## src/hdl/imr_pkg.sv

```systemverilog
/*
  Package of the initiator result reporter: command codes, interrupt
  cause and step values, bus phases, register offsets and the state
  and carrier structs.
  Assumes a single clock domain and an 8-bit register port.
*/
package imr_pkg;

  // ==========================================================
  // Register offsets and reset values
  localparam logic [3:0] ADDR_CMD    = 4'h0;
  localparam logic [3:0] ADDR_CTRL   = 4'h1;
  localparam logic [3:0] ADDR_MCOUNT = 4'h2;
  localparam logic [3:0] ADDR_MLEN   = 4'h3;
  localparam logic [3:0] ADDR_CAUSE  = 4'h4;
  localparam logic [3:0] ADDR_STEP   = 4'h5;
  localparam logic [3:0] ADDR_STAT   = 4'h6;
  localparam logic [7:0] CTRL_RESET  = 8'h00;
  localparam int         CTRL_AUTO_ACK = 0;
  localparam int         CTRL_AUTO_RX  = 1;
  localparam int         CTRL_RETRY_LSB = 4;
  localparam int         STAT_RELEASE_ACK = 0;

  // ==========================================================
  // Commands written to the command register
  typedef enum logic [1:0] {
    CMD_SEL_SINGLE_MSG = 2'b00,
    CMD_SEL_MULTI_MSG  = 2'b01,
    CMD_SEND_MULTI_MSG = 2'b10,
    CMD_SEND_MULTI_CMD = 2'b11
  } imr_cmd_e;

  // Bus phases as MSG, C/D, I/O
  localparam logic [2:0] PH_COMMAND = 3'h2;
  localparam logic [2:0] PH_STATUS  = 3'h3;
  localparam logic [2:0] PH_MSG_OUT = 3'h6;
  localparam logic [2:0] PH_MSG_IN  = 3'h7;

  // ==========================================================
  // Cause codes and step values
  localparam logic [7:0] CAUSE_RESET     = 8'h01;
  localparam logic [7:0] CAUSE_HS_TMO    = 8'h2c;
  localparam logic [7:0] CAUSE_XFER_FREE = 8'h31;
  localparam logic [7:0] CAUSE_PH_CHANGE = 8'h32;
  localparam logic [7:0] CAUSE_BAD_PHASE = 8'h54;
  localparam logic [7:0] CAUSE_RX_MSG    = 8'h55;
  localparam logic [7:0] CAUSE_RX_STATUS = 8'h56;
  localparam logic [7:0] CAUSE_DONE      = 8'h60;
  localparam logic [7:0] CAUSE_BAD_SETUP = 8'h65;
  localparam logic [7:0] CAUSE_PAUSE     = 8'h67;
  localparam logic [7:0] CAUSE_BUS_FREE  = 8'h70;
  localparam logic [7:0] CAUSE_SEL_TMO   = 8'h82;
  localparam logic [7:0] CAUSE_MSG_LONG  = 8'h65;
  localparam logic [7:0] STEP_0 = 8'h00;
  localparam logic [7:0] STEP_1 = 8'h01;
  localparam logic [7:0] STEP_2 = 8'h02;
  localparam logic [7:0] STEP_3 = 8'h03;
  localparam logic [7:0] STEP_4 = 8'h04;
  localparam logic [7:0] STEP_SEND_AUTO = 8'h0a;
  localparam logic [7:0] STEP_SEL_AUTO  = 8'h0c;
  localparam logic [7:0] MSG_LONG_LIMIT = 8'h21;

  // ==========================================================
  // Sequencer states
  typedef enum logic [3:0] {
    ST_IDLE  = 4'b0000,
    ST_ARB   = 4'b0001,
    ST_SEL   = 4'b0010,
    ST_MSG   = 4'b0011,
    ST_CMDPH = 4'b0100,
    ST_WAIT  = 4'b0101,
    ST_XFER  = 4'b0110,
    ST_AUTRX = 4'b0111,
    ST_POST  = 4'b1000
  } imr_state_e;

  // Conditions reported by the transfer engine, one-cycle pulses
  // except phase, which is a level
  typedef struct packed {
    logic       rst_seen;
    logic       bus_free;
    logic       pause;
    logic       arb_won;
    logic       bsy_seen;
    logic       sel_tmo;
    logic       step_done;
    logic       req_first;
    logic       hs_tmo;
    logic       byte_rx;
    logic [2:0] phase;
  } imr_bus_s;

  // All state of the reporter
  typedef struct packed {
    imr_state_e st;
    imr_cmd_e   cmd;
    logic [7:0] ctrl;
    logic [7:0] mcount;
    logic [7:0] mlen;
    logic [7:0] cause;
    logic [7:0] step;
    logic [3:0] retries;
    logic [2:0] ph;
    logic       done;
    logic       irq;
    logic       atn;
    logic       ack_hold;
    logic       term;
    logic [7:0] rdata;
  } imr_state_s;

endpackage

```

## src/hdl/imr_reporter.sv

```systemverilog
/*
  Result reporter for initiator select-with-message, send-message and
  send-command sequences. Tracks how far a sequence got and, on every
  ending, latches a cause code and step value and raises an interrupt.
  Assumes the transfer engine reports bus conditions synchronous to
  mclk as one-cycle pulses and acts on terminate and the ATN/ACK levels.
*/
// Implementation choices: the placing of the registers and the strobed register port.
`timescale 1ns/1ns

module imr_reporter #(
  parameter int RETRY_W = 4
) (
  input  wire logic             mclk,
  input  wire logic             reset,
  input  wire logic [3:0]       reg_addr,
  input  wire logic [7:0]       reg_wdata,
  input  wire logic             reg_wr,
  input  wire logic             reg_rd,
  output logic      [7:0]       reg_rdata,
  input  wire imr_pkg::imr_bus_s bus_ev,
  output logic                  busy,
  output logic                  atn_out,
  output logic                  ack_hold,
  output logic                  terminate,
  output logic                  irq
);

  // ==========================================================
  // Elaboration check
  if (RETRY_W != 4) begin : g_bad_retry
    $error("RETRY_W must be 4 to fit the control register");
  end

  imr_pkg::imr_state_s s_q;
  imr_pkg::imr_state_s s_d;

  // Close the command with a cause and step; the interrupt rises in the same cycle as terminate
  function automatic imr_pkg::imr_state_s finish(
    input imr_pkg::imr_state_s s,
    input logic [7:0]          c,
    input logic [7:0]          stp
  );
    imr_pkg::imr_state_s r;
    r = s;
    r.st = imr_pkg::ST_IDLE;
    r.cause = c;
    r.step = stp;
    r.done = 1'b1;
    r.irq = 1'b1;
    r.term = 1'b1;
    return r;
  endfunction

  // True for the two send commands
  function automatic logic is_send(input imr_pkg::imr_cmd_e c);
    return (c == imr_pkg::CMD_SEND_MULTI_MSG) || (c == imr_pkg::CMD_SEND_MULTI_CMD);
  endfunction

  // Step reached by a select sequence in a given state
  function automatic logic [7:0] sel_step(input imr_pkg::imr_state_e st);
    case (st)
      imr_pkg::ST_ARB:   sel_step = imr_pkg::STEP_1;
      imr_pkg::ST_SEL:   sel_step = imr_pkg::STEP_2;
      imr_pkg::ST_MSG:   sel_step = imr_pkg::STEP_3;
      imr_pkg::ST_CMDPH: sel_step = imr_pkg::STEP_4;
      default:           sel_step = imr_pkg::STEP_4;
    endcase
  endfunction

  // ==========================================================
  // Next-state logic
  always_comb begin
    logic send;
    logic auto_ack;
    logic auto_rx;
    logic [2:0] want;
    send = 1'b0;
    auto_ack = 1'b0;
    auto_rx = 1'b0;
    want = imr_pkg::PH_MSG_OUT;
    s_d = s_q;
    s_d.term = 1'b0;
    auto_ack = s_q.ctrl[imr_pkg::CTRL_AUTO_ACK];
    auto_rx = s_q.ctrl[imr_pkg::CTRL_AUTO_RX];
    want = (s_q.cmd == imr_pkg::CMD_SEND_MULTI_CMD) ? imr_pkg::PH_COMMAND
                                                     : imr_pkg::PH_MSG_OUT;

    // Register writes; commands are only taken while idle
    if (reg_wr) begin
      case (reg_addr)
        imr_pkg::ADDR_CTRL:   s_d.ctrl = reg_wdata;
        imr_pkg::ADDR_MCOUNT: s_d.mcount = reg_wdata;
        imr_pkg::ADDR_MLEN:   s_d.mlen = reg_wdata;
        imr_pkg::ADDR_STAT: begin
          if (reg_wdata[imr_pkg::STAT_RELEASE_ACK]) s_d.ack_hold = 1'b0;
        end
        default: ;
      endcase
    end

    // Reading the cause acknowledges the interrupt
    if (reg_rd && reg_addr == imr_pkg::ADDR_CAUSE) s_d.irq = 1'b0;

    case (s_q.st)
      imr_pkg::ST_IDLE: begin
        if (reg_wr && reg_addr == imr_pkg::ADDR_CMD) begin
          s_d.cmd = imr_pkg::imr_cmd_e'(reg_wdata[1:0]);
          send = is_send(s_d.cmd);
          s_d.done = 1'b0;
          s_d.ack_hold = 1'b0;
          s_d.retries = send ? 4'h0 : s_q.ctrl[imr_pkg::CTRL_RETRY_LSB +: 4];
          if (s_q.mcount == 8'h00 && s_d.cmd != imr_pkg::CMD_SEL_SINGLE_MSG) begin
            s_d = finish(s_d, imr_pkg::CAUSE_BAD_SETUP,
                         send ? imr_pkg::STEP_1 : imr_pkg::STEP_3);
          end else if (s_d.cmd == imr_pkg::CMD_SEL_SINGLE_MSG &&
                       s_q.mlen >= imr_pkg::MSG_LONG_LIMIT) begin
            s_d = finish(s_d, imr_pkg::CAUSE_MSG_LONG, imr_pkg::STEP_3);
          end else begin
            // ATN only rises for a command that really goes to the bus
            s_d.st = send ? imr_pkg::ST_WAIT : imr_pkg::ST_ARB;
            s_d.atn = (s_d.cmd != imr_pkg::CMD_SEND_MULTI_CMD);
          end
        end
      end

      imr_pkg::ST_ARB, imr_pkg::ST_SEL, imr_pkg::ST_MSG, imr_pkg::ST_CMDPH: begin
        if (bus_ev.rst_seen) begin
          s_d = finish(s_d, imr_pkg::CAUSE_RESET, sel_step(s_q.st));
        end else if (s_q.st == imr_pkg::ST_ARB && bus_ev.pause) begin
          s_d = finish(s_d, imr_pkg::CAUSE_PAUSE, imr_pkg::STEP_1);
        end else if (s_q.st == imr_pkg::ST_ARB) begin
          if (bus_ev.arb_won) s_d.st = imr_pkg::ST_SEL;
        end else if (s_q.st == imr_pkg::ST_SEL) begin
          if (bus_ev.sel_tmo) begin
            if (s_q.retries == 4'h0) begin
              s_d = finish(s_d, imr_pkg::CAUSE_SEL_TMO, imr_pkg::STEP_2);
            end else begin
              s_d.retries = s_q.retries - 4'h1;
              s_d.st = imr_pkg::ST_ARB;
            end
          end else if (bus_ev.bsy_seen) begin
            s_d.st = imr_pkg::ST_MSG;
          end
        end else if (bus_ev.bus_free) begin
          s_d = finish(s_d, imr_pkg::CAUSE_BUS_FREE,
                       s_q.st == imr_pkg::ST_CMDPH ? imr_pkg::STEP_4 : imr_pkg::STEP_2);
        end else if (bus_ev.step_done) begin
          if (s_q.st == imr_pkg::ST_MSG) begin
            s_d.st = imr_pkg::ST_CMDPH;
            s_d.atn = 1'b0;
          end else begin
            s_d.ack_hold = !auto_ack;
            s_d = finish(s_d, imr_pkg::CAUSE_DONE,
                         auto_ack ? imr_pkg::STEP_SEL_AUTO : imr_pkg::STEP_4);
          end
        end
      end

      imr_pkg::ST_WAIT: begin
        if (bus_ev.rst_seen) begin
          s_d = finish(s_d, imr_pkg::CAUSE_RESET, imr_pkg::STEP_0);
        end else if (bus_ev.bus_free) begin
          s_d = finish(s_d, imr_pkg::CAUSE_BUS_FREE, imr_pkg::STEP_0);
        end else if (bus_ev.req_first) begin
          s_d.ph = bus_ev.phase;
          if (bus_ev.phase == want) begin
            s_d.st = imr_pkg::ST_XFER;
          end else if (auto_rx && (bus_ev.phase == imr_pkg::PH_MSG_IN ||
                                   bus_ev.phase == imr_pkg::PH_STATUS)) begin
            s_d.st = imr_pkg::ST_AUTRX;
          end else begin
            // Wrong first phase, ATN left as is
            s_d = finish(s_d, imr_pkg::CAUSE_BAD_PHASE, imr_pkg::STEP_1);
          end
        end
      end

      imr_pkg::ST_XFER, imr_pkg::ST_AUTRX: begin
        if (bus_ev.rst_seen) begin
          s_d = finish(s_d, imr_pkg::CAUSE_RESET, imr_pkg::STEP_1);
        end else if (bus_ev.hs_tmo) begin
          s_d = finish(s_d, imr_pkg::CAUSE_HS_TMO, imr_pkg::STEP_1);
        end else if (bus_ev.bus_free) begin
          s_d = finish(s_d, imr_pkg::CAUSE_XFER_FREE, imr_pkg::STEP_1);
        end else if (bus_ev.phase != s_q.ph) begin
          s_d = finish(s_d, imr_pkg::CAUSE_PH_CHANGE, imr_pkg::STEP_1);
        end else if (s_q.st == imr_pkg::ST_AUTRX && bus_ev.byte_rx) begin
          s_d.atn = 1'b0;
          s_d = finish(s_d, s_q.ph == imr_pkg::PH_MSG_IN ? imr_pkg::CAUSE_RX_MSG
                                                          : imr_pkg::CAUSE_RX_STATUS,
                       imr_pkg::STEP_1);
        end else if (s_q.st == imr_pkg::ST_XFER && bus_ev.step_done) begin
          s_d.st = imr_pkg::ST_POST;
          s_d.atn = 1'b0;
        end
      end

      imr_pkg::ST_POST: begin
        // Last ACK still on; a late reset or bus free wins over completion
        if (bus_ev.rst_seen) begin
          s_d = finish(s_d, imr_pkg::CAUSE_RESET, imr_pkg::STEP_2);
        end else if (bus_ev.bus_free) begin
          s_d = finish(s_d, imr_pkg::CAUSE_BUS_FREE, imr_pkg::STEP_2);
        end else begin
          s_d.ack_hold = !auto_ack;
          s_d = finish(s_d, imr_pkg::CAUSE_DONE,
                       auto_ack ? imr_pkg::STEP_SEND_AUTO : imr_pkg::STEP_2);
        end
      end

      default: s_d.st = imr_pkg::ST_IDLE;
    endcase

    // Read data for the cycle after a read strobe
    s_d.rdata = 8'h00;
    if (reg_rd) begin
      case (reg_addr)
        imr_pkg::ADDR_CTRL:   s_d.rdata = s_q.ctrl;
        imr_pkg::ADDR_MCOUNT: s_d.rdata = s_q.mcount;
        imr_pkg::ADDR_MLEN:   s_d.rdata = s_q.mlen;
        imr_pkg::ADDR_CAUSE:  s_d.rdata = s_q.cause;
        imr_pkg::ADDR_STEP:   s_d.rdata = s_q.step;
        imr_pkg::ADDR_STAT:   s_d.rdata = {3'h0, s_q.done, s_q.atn, s_q.ack_hold,
                                           s_q.irq, s_q.st != imr_pkg::ST_IDLE};
        default:              s_d.rdata = 8'h00;
      endcase
    end
  end

  // ==========================================================
  // State register; irq set wins over the reading clear via finish
  always_ff @(posedge mclk or posedge reset) begin
    if (reset) begin
      s_q <= '{st: imr_pkg::ST_IDLE, cmd: imr_pkg::CMD_SEL_SINGLE_MSG,
               ctrl: imr_pkg::CTRL_RESET, default: '0};
    end else begin
      s_q <= s_d;
    end
  end

  assign reg_rdata = s_q.rdata;
  assign irq       = s_q.irq;
  assign busy      = s_q.st != imr_pkg::ST_IDLE;
  assign atn_out   = s_q.atn;
  assign ack_hold  = s_q.ack_hold;
  assign terminate = s_q.term;

endmodule

```

## config.mk

```make
export PLATFORM = sky130hd
export DESIGN_NAME = imr_reporter
export DESIGN_NICKNAME = d
export VERILOG_FILES = /design/src/hdl/imr_pkg.sv /design/src/hdl/imr_reporter.sv
export SDC_FILE = /design/constraint.sdc
export NUM_CORES = 1
export LEC_CHECK = 0
export BUFFER_PORTS_ARGS = -buffer_cell sky130_fd_sc_hd__buf_4
export CAP_MARGIN = 20
export CORE_MARGIN = 4
export CORE_UTILIZATION = 50
export DETAILED_ROUTE_END_ITERATION = 7
export PLACE_DENSITY = 0.73
export SYNTH_ARGS = -nofsm -noshare
export SYNTH_HDL_FRONTEND = slang
export SYNTH_SLANG_ARGS = --single-unit
```

## constraint.sdc

```tcl
create_clock -name mclk -period 3.3 [get_ports mclk]
set_clock_uncertainty 0.1 [all_clocks]
set_input_delay 0.165 -clock mclk [delete_from_list [all_inputs] [get_ports mclk]]
set_output_delay 0.165 -clock mclk [all_outputs]
set_load 0.005 [all_outputs]
```

### Yosys cells after proc, flatten, opt, wreduce, memory -nomap -nowiden

Index checks and enable logic that the tools add are counted.

* add/sub/neg operators: 1
* equality and inequality tests: 55
* bitwise logic cells: 7
* reductions and logical operators: 30
* order comparisons: 1
* muxes and demuxes: 65

Operator list (count)
* 66-bit two-way mux: 13
* 62-bit case mux with 5 select lines: 1
* 36-bit two-way mux: 3
* 25-bit two-way mux: 3
* 65-bit two-way mux: 1
* 62-bit two-way mux: 1
* 8-bit case mux with 6 select lines: 1
* 4-bit two-way mux: 10
* 2-bit != test (second input constant): 18
* 35-bit two-way mux: 1
* 33-bit two-way mux: 1
* 8-bit two-way mux: 4
* 4-bit by 3-bit == test with 1-bit output (second input constant): 7
* 24-bit two-way mux: 1
* 11-bit AND reduction: 2
* 3-bit two-way mux: 7
* 7-bit != test (second input constant): 3
* 4-bit case mux with 5 select lines: 1
* 9-bit two-way mux: 2
* 6-bit != test (second input constant): 3
* 18-bit AND reduction: 1
* 4-bit by 2-bit == test with 1-bit output (second input constant): 4
* 16-bit two-way mux: 1
* 4-bit != test (second input constant): 4
* other kinds (32): 66

* input bits: 29
* output and inout bits: 13
* register bits: 66

### Depth between registers and ports, before layout

Gate-level depths: netlist of the first run.

* depth in word-level cells: 11
* depth in mapped cells: 10
* depth with buffers taken out: 8

### Worst setup path after synthesis of the first run

Ideal clock, no wire load.

* kind: reg-to-reg
* from: reg s_q[63] in the netlist's numbering
* to: reg s_q[21] in the netlist's numbering
* data arrival time: 2.127 ns
* setup slack: 0.948 ns
* clock period less this slack: 2.352 ns
* stages on the path, launching flop included: 8
* setup time: 0.125 ns
* cells stage by stage: dfrtp_1 -> or3b_2 -> a2111oi_0 -> o21ai_0 -> nand4_1 -> or3_1 -> buf_2 -> mux2_2

* word-level cells in the longest chain between the ends: 8
* elaborated cells on any way between the ends: 34
* classes of those cells: 19 x eq/ne; 8 x mux; 7 x reduce/logical

RTL lines
* start: declaration: line imr_reporter.sv:35 `imr_pkg::imr_state_s s_q;`
* start signal: assignment: line imr_reporter.sv:235 `s_q <= '{st: imr_pkg::ST_IDLE, cmd: imr_pkg::CMD_SEL_SINGLE_MSG,`
* 4-bit by 3-bit == test with 1-bit output: line imr_reporter.sv:105, imr_reporter.sv:147
* 3-bit two-way mux: line imr_reporter.sv:147 `s_q.st == imr_pkg::ST_CMDPH ? imr_pkg::STEP_4 : imr_pkg::STEP_2);`
* 66-bit two-way mux: line imr_reporter.sv:145 `end else if (bus_ev.bus_free) begin`
* 66-bit two-way mux: line imr_reporter.sv:134 `end else if (s_q.st == imr_pkg::ST_SEL) begin`
* 62-bit two-way mux: line imr_reporter.sv:132 `end else if (s_q.st == imr_pkg::ST_ARB) begin`
* 66-bit two-way mux: line imr_reporter.sv:130 `end else if (s_q.st == imr_pkg::ST_ARB && bus_ev.pause) begin`
* 66-bit two-way mux: line imr_reporter.sv:128 `if (bus_ev.rst_seen) begin`
* 62-bit case mux with 5 select lines: line imr_reporter.sv:105 `case (s_q.st)`

Parallel ways exist; a longest one is shown, timed or not. The select of a mux whose other input is x is not followed.
A chain may end at the register's enable or synchronous reset.

### Final worst setup path of the first run

* from: reg s_q[62] in the netlist's numbering
* to: reg s_q[34] in the netlist's numbering

* word-level cells in the longest chain between the ends: 6
* elaborated cells on any way between the ends: 31
* classes of those cells: 19 x eq/ne; 5 x mux; 7 x reduce/logical

RTL lines (line)
* 4-bit by 2-bit == test with 1-bit output: imr_reporter.sv:105, imr_reporter.sv:134
* 66-bit two-way mux: imr_reporter.sv:134
* 62-bit two-way mux: imr_reporter.sv:132
* 66-bit two-way mux: imr_reporter.sv:130
* 66-bit two-way mux: imr_reporter.sv:128
* 62-bit case mux with 5 select lines: imr_reporter.sv:105

Parallel ways exist; a longest one is shown, timed or not. The select of a mux whose other input is x is not followed.

==> summary.txt, run 1 <==
Outcome
  • Outcome: finished, final reports clean

Timing
  • Setup TNS: 0 ns
  • Min Hold Slack: 0.0193 ns
  • # setup viols final: 0
  • Max frequency: 342 MHz
  • Final Hold Vio Count: 0
  • Slew of the pin with the lowest slew margin: 0.855 ns
  • Final Cycle Share: 88.7%
  • Max Slew Vio Count: 0
  • Post-route minimum period: 2.93 ns
  • RSZ-0062 raised after global routing: false
  • Slew headroom: 42.9%

Setup path
  • Setup CP Type: reg -> reg
  • Critical R2R Launch: s_q[62]$_DFFE_PP0P_
  • Critical Path RT: 3.42 ns
  • Crit path to: s_q[34]$_DFFE_PP0P_
  • CP arrival: 3.05 ns
  • Reg-to-reg slack, setup: 0.37 ns
  • Critical path startpoint: s_q[62]$_DFFE_PP0P_
  • Worst r2r path cells: 7
  • Worst R2R End: s_q[34]$_DFFE_PP0P_
  • CP endpoint kind: flop
  • Crit start category: flop
  • Critical Path Fanout Max: 22

Yosys
  • Mapped Nets: 445
  • Number of synthesized register bits: 62
  • Yosys top cell by area: dfrtp_1
  • Cell area after synthesis: 3770 µm²
  • Yosys cell types: 59
  • Post-synthesis average cell area: 9.12 µm²
  • Most used DFF post-synth: dfrtp_1
  • Yosys warns: 0
  • Post-synthesis sequential area ratio: 41.1%
  • Post-synth EDFFs: 0
  • Yosys top cell area share: 41.1%
  • Async SR Flop Fraction: 100%
  • Top post-synthesis cells by area: dfrtp_1, mux2_2, nand2_1
  • Cells after synthesis: 414

GRT
  • Met3 Track Usage GR: 4.62%
  • Largest net degree at the start of global routing: 42
  • First-pass GRT wire length: 17500 µm
  • Met2 Use GR: 37.3%
  • Total track usage: 25.5%
  • Initial antenna violation count: 0
  • Gr busiest metal: met1
  • Met1 GRT Util: 39.0%
  • Total grt overflow: 0
  • Vias in the first global route: 3244

Final layout
  • Most common cell after layout, fill and taps aside: dfrtp_1
  • Net count, final: 484
  • # fillers: 651
  • Area growth from synthesis to layout: 16.6%
  • Most frequent cells in the layout: dfrtp_1, buf_4, nand2_1
  • Share of cells above drive strength 1: 23.1%
  • Antenna Cells: 0
  • Finished Cell Area: 4400 µm²

Clock network
  • PostCTS Resize Cnt: 0
  • TritonCTS Buffers: 9
  • Root Buffer: clkbuf_8
  • TritonCTS clock tree: built
  • H-tree levels: 3
  • Clock-pin slew on the worst setup and hold paths: 0.08 ns
  • Post-CTS setup buffers: 0
  • Sinks on Clock Net: 62
  • Clock Latency Late Sink: 0.34 ns
  • Clock Tree Buf Depth: 2

Die
  • Std-Cell Core Area: 7290 µm²
  • Site Rows: 31
  • Die X: 94.9 µm
  • Starting Density: 51.8%
  • Io pins: 42
  • DIE HEIGHT: 94.9 µm
  • Die ar.: 9000 µm²

Detailed routing
  • Vias: 3464
  • # DRC: 0
  • Post-route ant nets: 0
  • 1st-pass router iterations: 5
  • Via/cell ratio: 6.22
  • Avg WL per Cell: 19.1 µm
  • DRT iter0 DRCs: 260
  • Post-Route WL: 10700 µm

Min path
  • Worst hold path type: in -> reg

Place
  • IO Port Bufs: 41
  • Global placer's final weighted congestion: 0.935
  • DP HPWL: 7980 µm
  • DP Area: 4110 µm²

Flow run
  • MaxCap Viol Count: 0

Pwr
  • Leak Pwr: 1.88 nW
  • Pwr/cell area: 588 nW/µm²
  • Worst vdd ir: 347 µV
## sequential cells by signal, indices dropped and copies added (netlist names)
register	count
reg_rdata	8
terminate	1
s_q	50
irq	1
atn_out	1
ack_hold	1
## where the power goes
part           internal (mW)  switching, mW  total [mW]
Combinational          0.385          0.412       0.797
Clock                  0.351          0.315       0.666
Sequential             0.944          0.183        1.13
Total                   1.68          0.909        2.59
## layer usage
layer | vias to the layer above | share of wire (%)
met5 | - | 0
met4 | 0 | 0.91
met3 | 13 | 7.2
met2 | 137 | 45
met1 | 1699 | 47
li1 | 1615 | -
## per-stage QoR
step,cells,power (mW),util [%],setup slack (ns)
6_report,557,2.59,60.3,0.372
5_1_grt,557,2.74,60.3,0.256
4_1_cts,557,2.59,60.3,0.432
3_5_place_dp,532,1.91,56.4,0.456
3_3_place_gp,532,1.90,56.4,0.503
2_1_floorplan,414,1.63,-,0.948
## cell usage after synthesis (4+ instances only)
library cell and count:
xnor2_1 4, o21ai_0 26, clkbuf_1 13, mux2_2 32, o211ai_1 5, inv_1 13
nand2_1 42, or3_1 5, buf_2 6, nand4_1 7, nor3_1 12, o22ai_1 8
a31oi_1 12, a211oi_1 8, mux2i_1 6, a21oi_1 20, a22o_1 5, nor4_1 5
nor2_1 29, nor2b_1 13, nand2b_1 6, buf_4 8, dfrtp_1 62, nand3_1 10
## cells by family (layout without fill, tap and decap cells)
| group | Yosys count | in the layout | share of synthesized area [%] |
|---|---|---|---|
| fa+ha+maj | 2 | 2 | 0.663 |
| mux | 38 | 38 | 11.1 |
| flops | 62 | 62 | 41.1 |
| simple gates | 149 | 149 | 20.2 |
| buf+inv | 44 | 88 | 5.57 |
| compound gates | 115 | 115 | 20.4 |
| xor+xnor | 4 | 4 | 0.928 |
## cell type report
cell class                      count  area (µm²)  area share (%)
Sequential cell                    62        1550            35.3
Clock inverter                      7        73.8            1.68
Tap cell                           99         124            2.81
Clock buffer                        9         124            2.81
Timing Repair Buffer               59         465            10.6
Inverter                           13        48.8            1.11
Multi-Input combinational cell    308        2010            45.7
## critical path, stage by stage, from the launching register on
cell	delay [ns]
dfrtp_1	0.80
or3b_2	0.27
a2111oi_0	0.11
o21ai_0	0.25
nand4_1	0.19
or3_1	0.45
buf_4	0.21
a2111o_1	0.41
## worst min path at each step
stage / from / to / cells after the start
after detailed placement: reset / reg_rdata[6]$_DFF_PP0_ / 2
after global placement: reset / reg_rdata[6]$_DFF_PP0_ / 2
after CTS: bus_ev[1] / s_q[14]$_DFFE_PP0P_ / 3
after global routing: bus_ev[1] / s_q[14]$_DFFE_PP0P_ / 3
after floorplan: bus_ev[0] / s_q[13]$_DFFE_PP0P_ / 2
final: bus_ev[0] / s_q[13]$_DFFE_PP0P_ / 3
## timing repair
item,in CTS,in global routing
hold endpoints to repair,60,0
endpoints found under the setup margin,0,0
hold buffers,9,0
Note: power is estimated with default switching activity, not from simulation.
==> inputs of run 2 (changes only) <==
--- a/config.mk
+++ b/config.mk
@@ -5,6 +5,7 @@
 export SDC_FILE = /design/constraint.sdc
 export NUM_CORES = 1
 export LEC_CHECK = 0
+export ABC_AREA = 1
 export BUFFER_PORTS_ARGS = -buffer_cell sky130_fd_sc_hd__buf_4
 export CAP_MARGIN = 20
 export CORE_MARGIN = 4
==> run 2 against run 1 <==
  * Worst setup slack improved by 0.84 ns
  * Cell count grew 27%
  * Largest cell class unchanged
  * Clock power up 16%
  * Sequential cell count is the same
  * Global-route usage rose by 1.7 points
  * Worst hold slack about the same
  * Final area increased by 2.5%
  * Register-to-register slack improved by 0.88 ns
==> summary.txt, run 2 <==
Clock network
  • H-tree levels: 3 (unchanged)
  • TritonCTS clock tree: built
  • Post-CTS setup buffers: 0 (unchanged)
  • Sinks on Clock Net: 62 (unchanged)
  • Clock-pin slew on the worst setup and hold paths: 0.07 ns (about the same)
  • Hold buffers post-CTS: 5 (-4)
  • Root Buffer: clkbuf_8
  • TritonCTS Buffers: 9 (unchanged)
  • Clock Tree Buf Depth: 2 (unchanged)
  • PostCTS Resize Cnt: 0 (unchanged)
  • Clock Latency Late Sink: 0.34 ns (about the same)

Die
  • Starting Density: 52.5% (+0.77 points)
  • Die X: 96.2 µm (+1.4%)
  • Io pins: 42 (unchanged)
  • DIE HEIGHT: 96.2 µm (+1.4%)
  • Die ar.: 9260 µm² (+2.8%)
  • Std-Cell Core Area: 7410 µm² (+1.6%)
  • Site Rows: 31 (unchanged)

Yosys
  • Top post-synthesis cells by area: dfrtp_1, nand2_1, nand3_1
  • Cell area after synthesis: 3890 µm² (+3.1%)
  • Yosys top cell area share: 39.9% (-1.2 points)
  • Yosys cell types: 43 (-27%)
  • Cells after synthesis: 563 (+36%)
  • Yosys warns: 0 (unchanged)
  • Yosys top cell by area: dfrtp_1
  • Post-synth EDFFs: 0 (unchanged)
  • Async SR Flop Fraction: 100% (unchanged)
  • Mapped Nets: 594 (+33%)
  • Cell with the most instances after synthesis: nand2_1
  • Synth cell count leaders: nand2_1, nand3_1, dfrtp_1, nor2_1, inv_1
  • Post-synthesis average cell area: 6.91 µm² (-24%)
  • Number of synthesized register bits: 62 (unchanged)
  • Post-synthesis sequential area ratio: 39.9% (-1.2 points)
  • Most used DFF post-synth: dfrtp_1

Timing
  • Final Cycle Share: 63.4% (-25 points)
  • Max frequency: 478 MHz (+40%)
  • Final Hold Vio Count: 0 (unchanged)
  • Slew of the pin with the lowest slew margin: 0.878 ns (+0.0225 ns)
  • Max Slew Vio Count: 0 (unchanged)
  • Slew headroom: 41.4% (-1.5 points)
  • RSZ-0062 raised after global routing: false
  • Setup TNS: 0 ns (unchanged)
  • # setup viols final: 0 (unchanged)
  • Post-route minimum period: 2.09 ns (-0.836 ns)

GRT
  • First-pass GRT wire length: 19000 µm (+8.6%)
  • Total track usage: 27.2% (+1.7 points)
  • Largest net degree at the start of global routing: 43 (+2.4%)
  • Total grt overflow: 0 (unchanged)
  • Initial antenna violation count: 0 (unchanged)
  • Vias in the first global route: 3760 (+16%)

Final layout
  • Most common cell after layout, fill and taps aside: nand2_1
  • Share of cells above drive strength 1: 14.8% (-8.4 points)
  • Most frequent cells in the layout: nand2_1, nand3_1, nor2_1, dfrtp_1, inv_1
  • # fillers: 714 (+9.7%)
  • Largest register FFs: 50 (unchanged)
  • Post-layout util: 60.9% (+0.56 points)
  • Area growth from synthesis to layout: 15.9%
  • Net count, final: 635 (+31%)
  • Antenna Cells: 0 (unchanged)
  • Biggest register: s_q

Pwr
  • Combinational Power Share: 34.3% (+3.5 points)
  • Switching share of power: 39.0% (+3.9 points)
  • Worst vdd ir: 338 µV (-2.6%)
  • Pwr/cell area: 618 nW/µm² (+5.0%)
  • Leak Pwr: 2.34 nW (+24%)
  • Net Switching: 1.09 mW (+20%)
  • Clock Power Share: 27.7% (+2.0 points)
  • Sequential Power Share: 38.0% (-5.5 points)
  • P_int: 1.70 mW (+1.2%)

Detailed routing
  • # DRC: 0 (unchanged)
  • Vias: 4013 (+16%)
  • Post-route ant nets: 0 (unchanged)
  • Via/cell ratio: 5.67 (-8.9%)
  • DRT iter0 DRCs: 349 (+34%)
  • 1st-pass router iterations: 6 (+1)
  • Avg WL per Cell: 16.3 µm (-15%)
  • Post-Route WL: 11600 µm (+8.6%)

Flow run
  • MaxCap Viol Count: 0 (unchanged)

Setup path
  • Worst r2r path cells: 8 (+1)
  • Crit start category: input port
  • Critical R2R Launch: s_q[65]$_DFFE_PP0P_
  • Critical Path RT: 3.48 ns (+0.06 ns)
  • Setup CP Type: in -> reg
  • Crit-path cells: dlygate4sd3_1 > buf_4 > inv_1 > nand2_1 > nand2_1 > nor2_1 > nand4_1 > nand2_1 > nand2_1 > nor2_1 > nand3_1 > nand2_1
  • CP endpoint kind: flop
  • Crit-path slowest cell: dlygate4sd3_1
  • Cell repeated most along the worst path: nand2_1
  • CP arrival: 2.27 ns (-0.78 ns)
  • Reg-to-reg slack, setup: 1.25 ns (+0.88 ns)
  • Worst R2R End: s_q[23]$_DFFE_PP0P_
  • Critical Path Max Stage Delay: 0.53 ns (-0.27 ns)
  • Critical Path Fanout Max: 12 (-45%)

Place
  • Global placer's final weighted congestion: 1.02 (+9.3%)
  • IO Port Bufs: 41 (unchanged)
  • DP HPWL: 8960 µm (+12%)

Min path
  • Number of cells on the worst hold path: 3 (unchanged)
  • Hold path startpoint: bus_ev[4]
  • Hold-critical path endpoint: s_q[31]$_DFFE_PP0P_
  • Worst hold path type: in -> reg

Outcome
  • Outcome: finished, final reports clean
## run 2: worst max-delay path: cells and delay by family
family	cells	cell delay, ns
buffers and inverters	3	0.71
and+or+nand+nor	9	1.39
## run 2: stage by stage
step / power, mW / worst slack, ns / std cells / hold slack [ns] / instance area (µm²)
after floorplan: 1.71 / 1.49 / 563 / 0.186 / 3890
after global placement: 1.99 / 1.19 / 687 / 0.298 / 4230
after detailed placement: 2.01 / 1.13 / 687 / 0.308 / 4230
after CTS: 2.78 / 1.23 / 708 / 0.0118 / 4510
after global routing: 2.96 / 1.02 / 708 / 0.0153 / 4510
final: 2.79 / 1.21 / 708 / 0.0192 / 4510
## run 2: worst max path at each step
stage / startpoint / cells past startpoint / slack (ns) / endpoint
finish: bus_ev[1] / 12 / 1.21 / s_q[23]$_DFFE_PP0P_
floorplan: reset / 1 / 1.49 / ack_hold$_DFF_PP0_
global placement: reg_addr[3] / 10 / 1.19 / s_q[12]$_DFFE_PP0P_
detailed placement: reg_addr[3] / 10 / 1.13 / s_q[12]$_DFFE_PP0P_
global route: bus_ev[1] / 12 / 1.02 / s_q[31]$_DFFE_PP0P_
CTS: bus_ev[1] / 12 / 1.23 / s_q[23]$_DFFE_PP0P_
## run 2: cell type report
| class | count | area (µm²) | area share, % |
|---|---|---|---|
| multi-input cells | 415 | 1970 | 43.7 |
| clock inverters | 6 | 92.6 | 2.05 |
| well taps | 99 | 124 | 2.75 |
| clock buffers | 10 | 138 | 3.05 |
| flip-flops and latches | 62 | 1550 | 34.4 |
| inverters | 67 | 254 | 5.63 |
| repair buffers | 49 | 380 | 8.43 |
## run 2: kinds of logic (layout without fill, tap and decap cells)
logic type	count (synthesis)	in the layout	synth area share, %
AOI/OAI and AO/OA	84	84	12.2
adders and majority gates	2	2	0.643
buffers and inverters	86	132	9.48
muxes	1	1	0.289
xor gates and xnor gates	3	3	0.675
DFF	62	62	39.9
and+or+nand+nor	325	325	36.8
## run 2: power by group through the flow
stage          sequential, mW  combinational (mW)  clock (mW)
2_1_floorplan            1.01               0.698           0
3_3_place_gp             1.07               0.928           0
3_5_place_dp             1.07               0.938           0
4_1_cts                  1.05               0.949       0.781
5_1_grt                  1.07                1.07       0.819
6_report                 1.06               0.955       0.773
## run 2: metal layers
| layer | track usage [%] | part of all wire (%) | up-vias |
|---|---|---|---|
| met5 | 0 | 0 | - |
| met4 | 10.8 | 2.7 | 0 |
| met3 | 5.32 | 8.3 | 25 |
| met2 | 40.5 | 45 | 216 |
| met1 | 38.6 | 44 | 1864 |
| li1 | - | - | 1908 |
==> inputs of run 3 (changes only) <==
==> constraint.sdc (replaced) <==
create_clock -name mclk -period 2.1 [get_ports mclk]
set_clock_uncertainty 0.1 [all_clocks]
set_input_delay 0.105 -clock mclk [delete_from_list [all_inputs] [get_ports mclk]]
set_output_delay 0.105 -clock mclk [all_outputs]
set_load 0.005 [all_outputs]
==> run 3 against run 2 <==
  * Count of clock-buffer cells in the layout increased by 1
  * Combinational power increased by 65%
  * Non-clock buffer count increased by 19
  * Clock power increased by 33%
  * Worst setup slack got worse by 1.1 ns
  * Critical path depth decreased by 2
  * Critical path type is now reg -> reg
  * Critical endpoint is now s_q[12]$_DFFE_PP0P_
  * Largest power group unchanged
==> summary.txt, run 3 (synthesis results as in run 2) <==
Outcome
  • Outcome: finished, final reports clean

Timing
  • Setup TNS: 0 ns (unchanged)
  • Final Cycle Share: 92.8%
  • Max Slew Vio Count: 0 (unchanged)
  • Slew headroom: 62.6% (+21 points)
  • PnR worst setup slack: 0.152 ns (-1.06 ns)
  • Slew of the pin with the lowest slew margin: 0.560 ns (-0.318 ns)
  • Post-route minimum period: 1.95 ns
  • Max frequency: 513 MHz
  • Final Hold Vio Count: 0 (unchanged)
  • # setup viols final: 0 (unchanged)
  • RSZ-0062 raised after global routing: false

Flow run
  • MaxCap Viol Count: 0 (unchanged)

Die
  • Die X: 96.2 µm (unchanged)
  • Io pins: 42 (unchanged)
  • Starting Density: 52.5% (unchanged)
  • Die ar.: 9260 µm² (unchanged)
  • Std-Cell Core Area: 7410 µm² (unchanged)
  • DIE HEIGHT: 96.2 µm (unchanged)
  • Site Rows: 31 (unchanged)

Clock network
  • Clock-pin slew on the worst setup and hold paths: 0.07 ns (about the same)
  • Clock Latency Late Sink: 0.34 ns (about the same)
  • Clock Tree Buf Depth: 2 (unchanged)
  • TritonCTS Buffers: 9 (unchanged)
  • TritonCTS clock tree: built
  • H-tree levels: 3 (unchanged)
  • Sinks on Clock Net: 62 (unchanged)
  • Root Buffer: clkbuf_8

Detailed routing
  • Post-Route WL: 11700 µm (+1.4%)
  • # DRC: 0 (unchanged)
  • 1st-pass router iterations: 5 (-1)
  • Vias: 3995 (-0.45%)
  • Avg WL per Cell: 16.2 µm (-1.2%)
  • DRT iter0 DRCs: 288 (-17%)
  • Post-route ant nets: 0 (unchanged)
  • Via/cell ratio: 5.50 (-2.9%)

Pwr
  • Leak Pwr: 2.42 nW (+3.4%)
  • Total power: 4.28 mW (+54%)
  • Worst vdd ir: 517 µV (+53%)
  • Pwr/cell area: 917 nW/µm² (+48%)

Final layout
  • Area growth from synthesis to layout: 19.9%
  • Net count, final: 654 (+3.0%)
  • Most frequent cells in the layout: nand2_1, nand3_1, dfrtp_1
  • Post-layout util: 63.0% (+2.1 points)
  • # fillers: 693 (-2.9%)
  • Antenna Cells: 0 (unchanged)
  • Largest register FFs: 50 (unchanged)
  • Finished Cell Area: 4670 µm² (+3.4%)
  • Most common cell after layout, fill and taps aside: nand2_1
  • Biggest register: s_q
  • Share of cells above drive strength 1: 16.3% (+1.5 points)

Place
  • Dpl ws: 0.0777 ns (-1.05 ns)
  • IO Port Bufs: 41 (unchanged)
  • DP HPWL: 9090 µm (+1.4%)
  • DP Area: 4300 µm² (+1.7%)
  • Global placer's final weighted congestion: 0.948 (-7.3%)

Setup path
  • Critical Path RT: 2.28 ns (-1.20 ns)
  • Worst r2r path cells: 10 (+2)
  • Critical R2R Launch: s_q[62]$_DFFE_PP0P_
  • Setup CP Type: reg -> reg
  • Critical Path Fanout Max: 8 (-4)
  • Crit start category: flop
  • Worst R2R End: s_q[12]$_DFFE_PP0P_
  • CP endpoint kind: flop
  • CP arrival: 2.12 ns (-0.15 ns)
  • Reg-to-reg slack, setup: 0.15 ns (-1.10 ns)

GRT
  • Vias in the first global route: 3774 (+0.37%)
  • Largest net degree at the start of global routing: 39 (-9.3%)
  • Total grt overflow: 0 (unchanged)
  • First-pass GRT wire length: 19000 µm (unchanged)
  • Total track usage: 27.3% (+0.12 points)
  • Initial antenna violation count: 0 (unchanged)

Min path
  • Hold-critical path endpoint: s_q[62]$_DFFE_PP0P_
  • Worst hold path type: in -> reg
  • Hold path startpoint: bus_ev[5]
  • Number of cells on the worst hold path: 5 (+2)
==> run 3: per-layer routing <==
| layer | wire length (µm) | GRT usage [%] |
|---|---|---|
| met5 | 0 | 0 |
| met4 | 404 | 12.0 |
| met2 | 5410 | 42.8 |
| met3 | 779 | 5.55 |
| met1 | 5130 | 36.4 |
==> run 3: through the flow <==
step                      hold slack [ns]  instances
after floorplan                     0.126        563
after global placement             0.0802        695
after detailed placement           0.0947        695
after CTS                         0.00960        724
after global routing               0.0473        726
final                             0.00910        726
==> run 3: worst max-delay path: stages (launching register included) <==
cell	delay, ns
dfrtp_2	0.44
inv_1	0.08
nor2_1	0.18
nand3_2	0.20
nand2_2	0.16
nor2_1	0.08
nand2_1	0.10
nand3_1	0.10
nor2_2	0.21
nand2_1	0.14
o21ai_1	0.10
==> run 3: how the worst max path moves through the flow <==
| stage | startpoint | end | slack, ns | depth (start not counted) |
|---|---|---|---|---|
| finish | s_q[62]$_DFFE_PP0P_ | s_q[12]$_DFFE_PP0P_ | 0.15 | 10 |
| floorplan | reset | ack_hold$_DFF_PP0_ | 0.35 | 1 |
| global route | s_q[64]$_DFFE_PP0P_ | s_q[21]$_DFFE_PP0P_ | 0.005 | 11 |
| global placement | s_q[62]$_DFFE_PP0P_ | s_q[12]$_DFFE_PP0P_ | 0.08 | 10 |
| CTS | bus_ev[1] | s_q[29]$_DFFE_PP0P_ | 0.04 | 12 |
| detailed placement | s_q[14]$_DFFE_PP0P_ | s_q[31]$_DFFE_PP0P_ | 0.08 | 10 |
==> run 3: area by class of cell <==
cell class                 instances  area, µm²  share of cell area [%]
multi-input combinational        415       1990                    42.6
clock inverter                     4       47.5                    1.02
inverter                          67        254                    5.44
timing repair buffer              68        558                    12.0
clock buffer                      11        141                    3.03
tap                               99        124                    2.65
sequential                        62       1550                    33.3
==> run 3: repair_timing <==
item | CTS | global route
resized for setup | 0 | 6
buffers inserted | 0 | 2
endpoints found under the hold margin | 51 | 0
setup endpoints to repair | 0 | 16
hold buffers | 14 | 0
==> run 3: power breakdown <==
group,leakage [nW],internal (mW),total [mW],switching [mW]
combinational,1.52,0.577,1.58,1.01
sequential,0.806,1.45,1.66,0.211
clock,0.0952,0.570,1.03,0.464
total,2.42,2.60,4.28,1.68
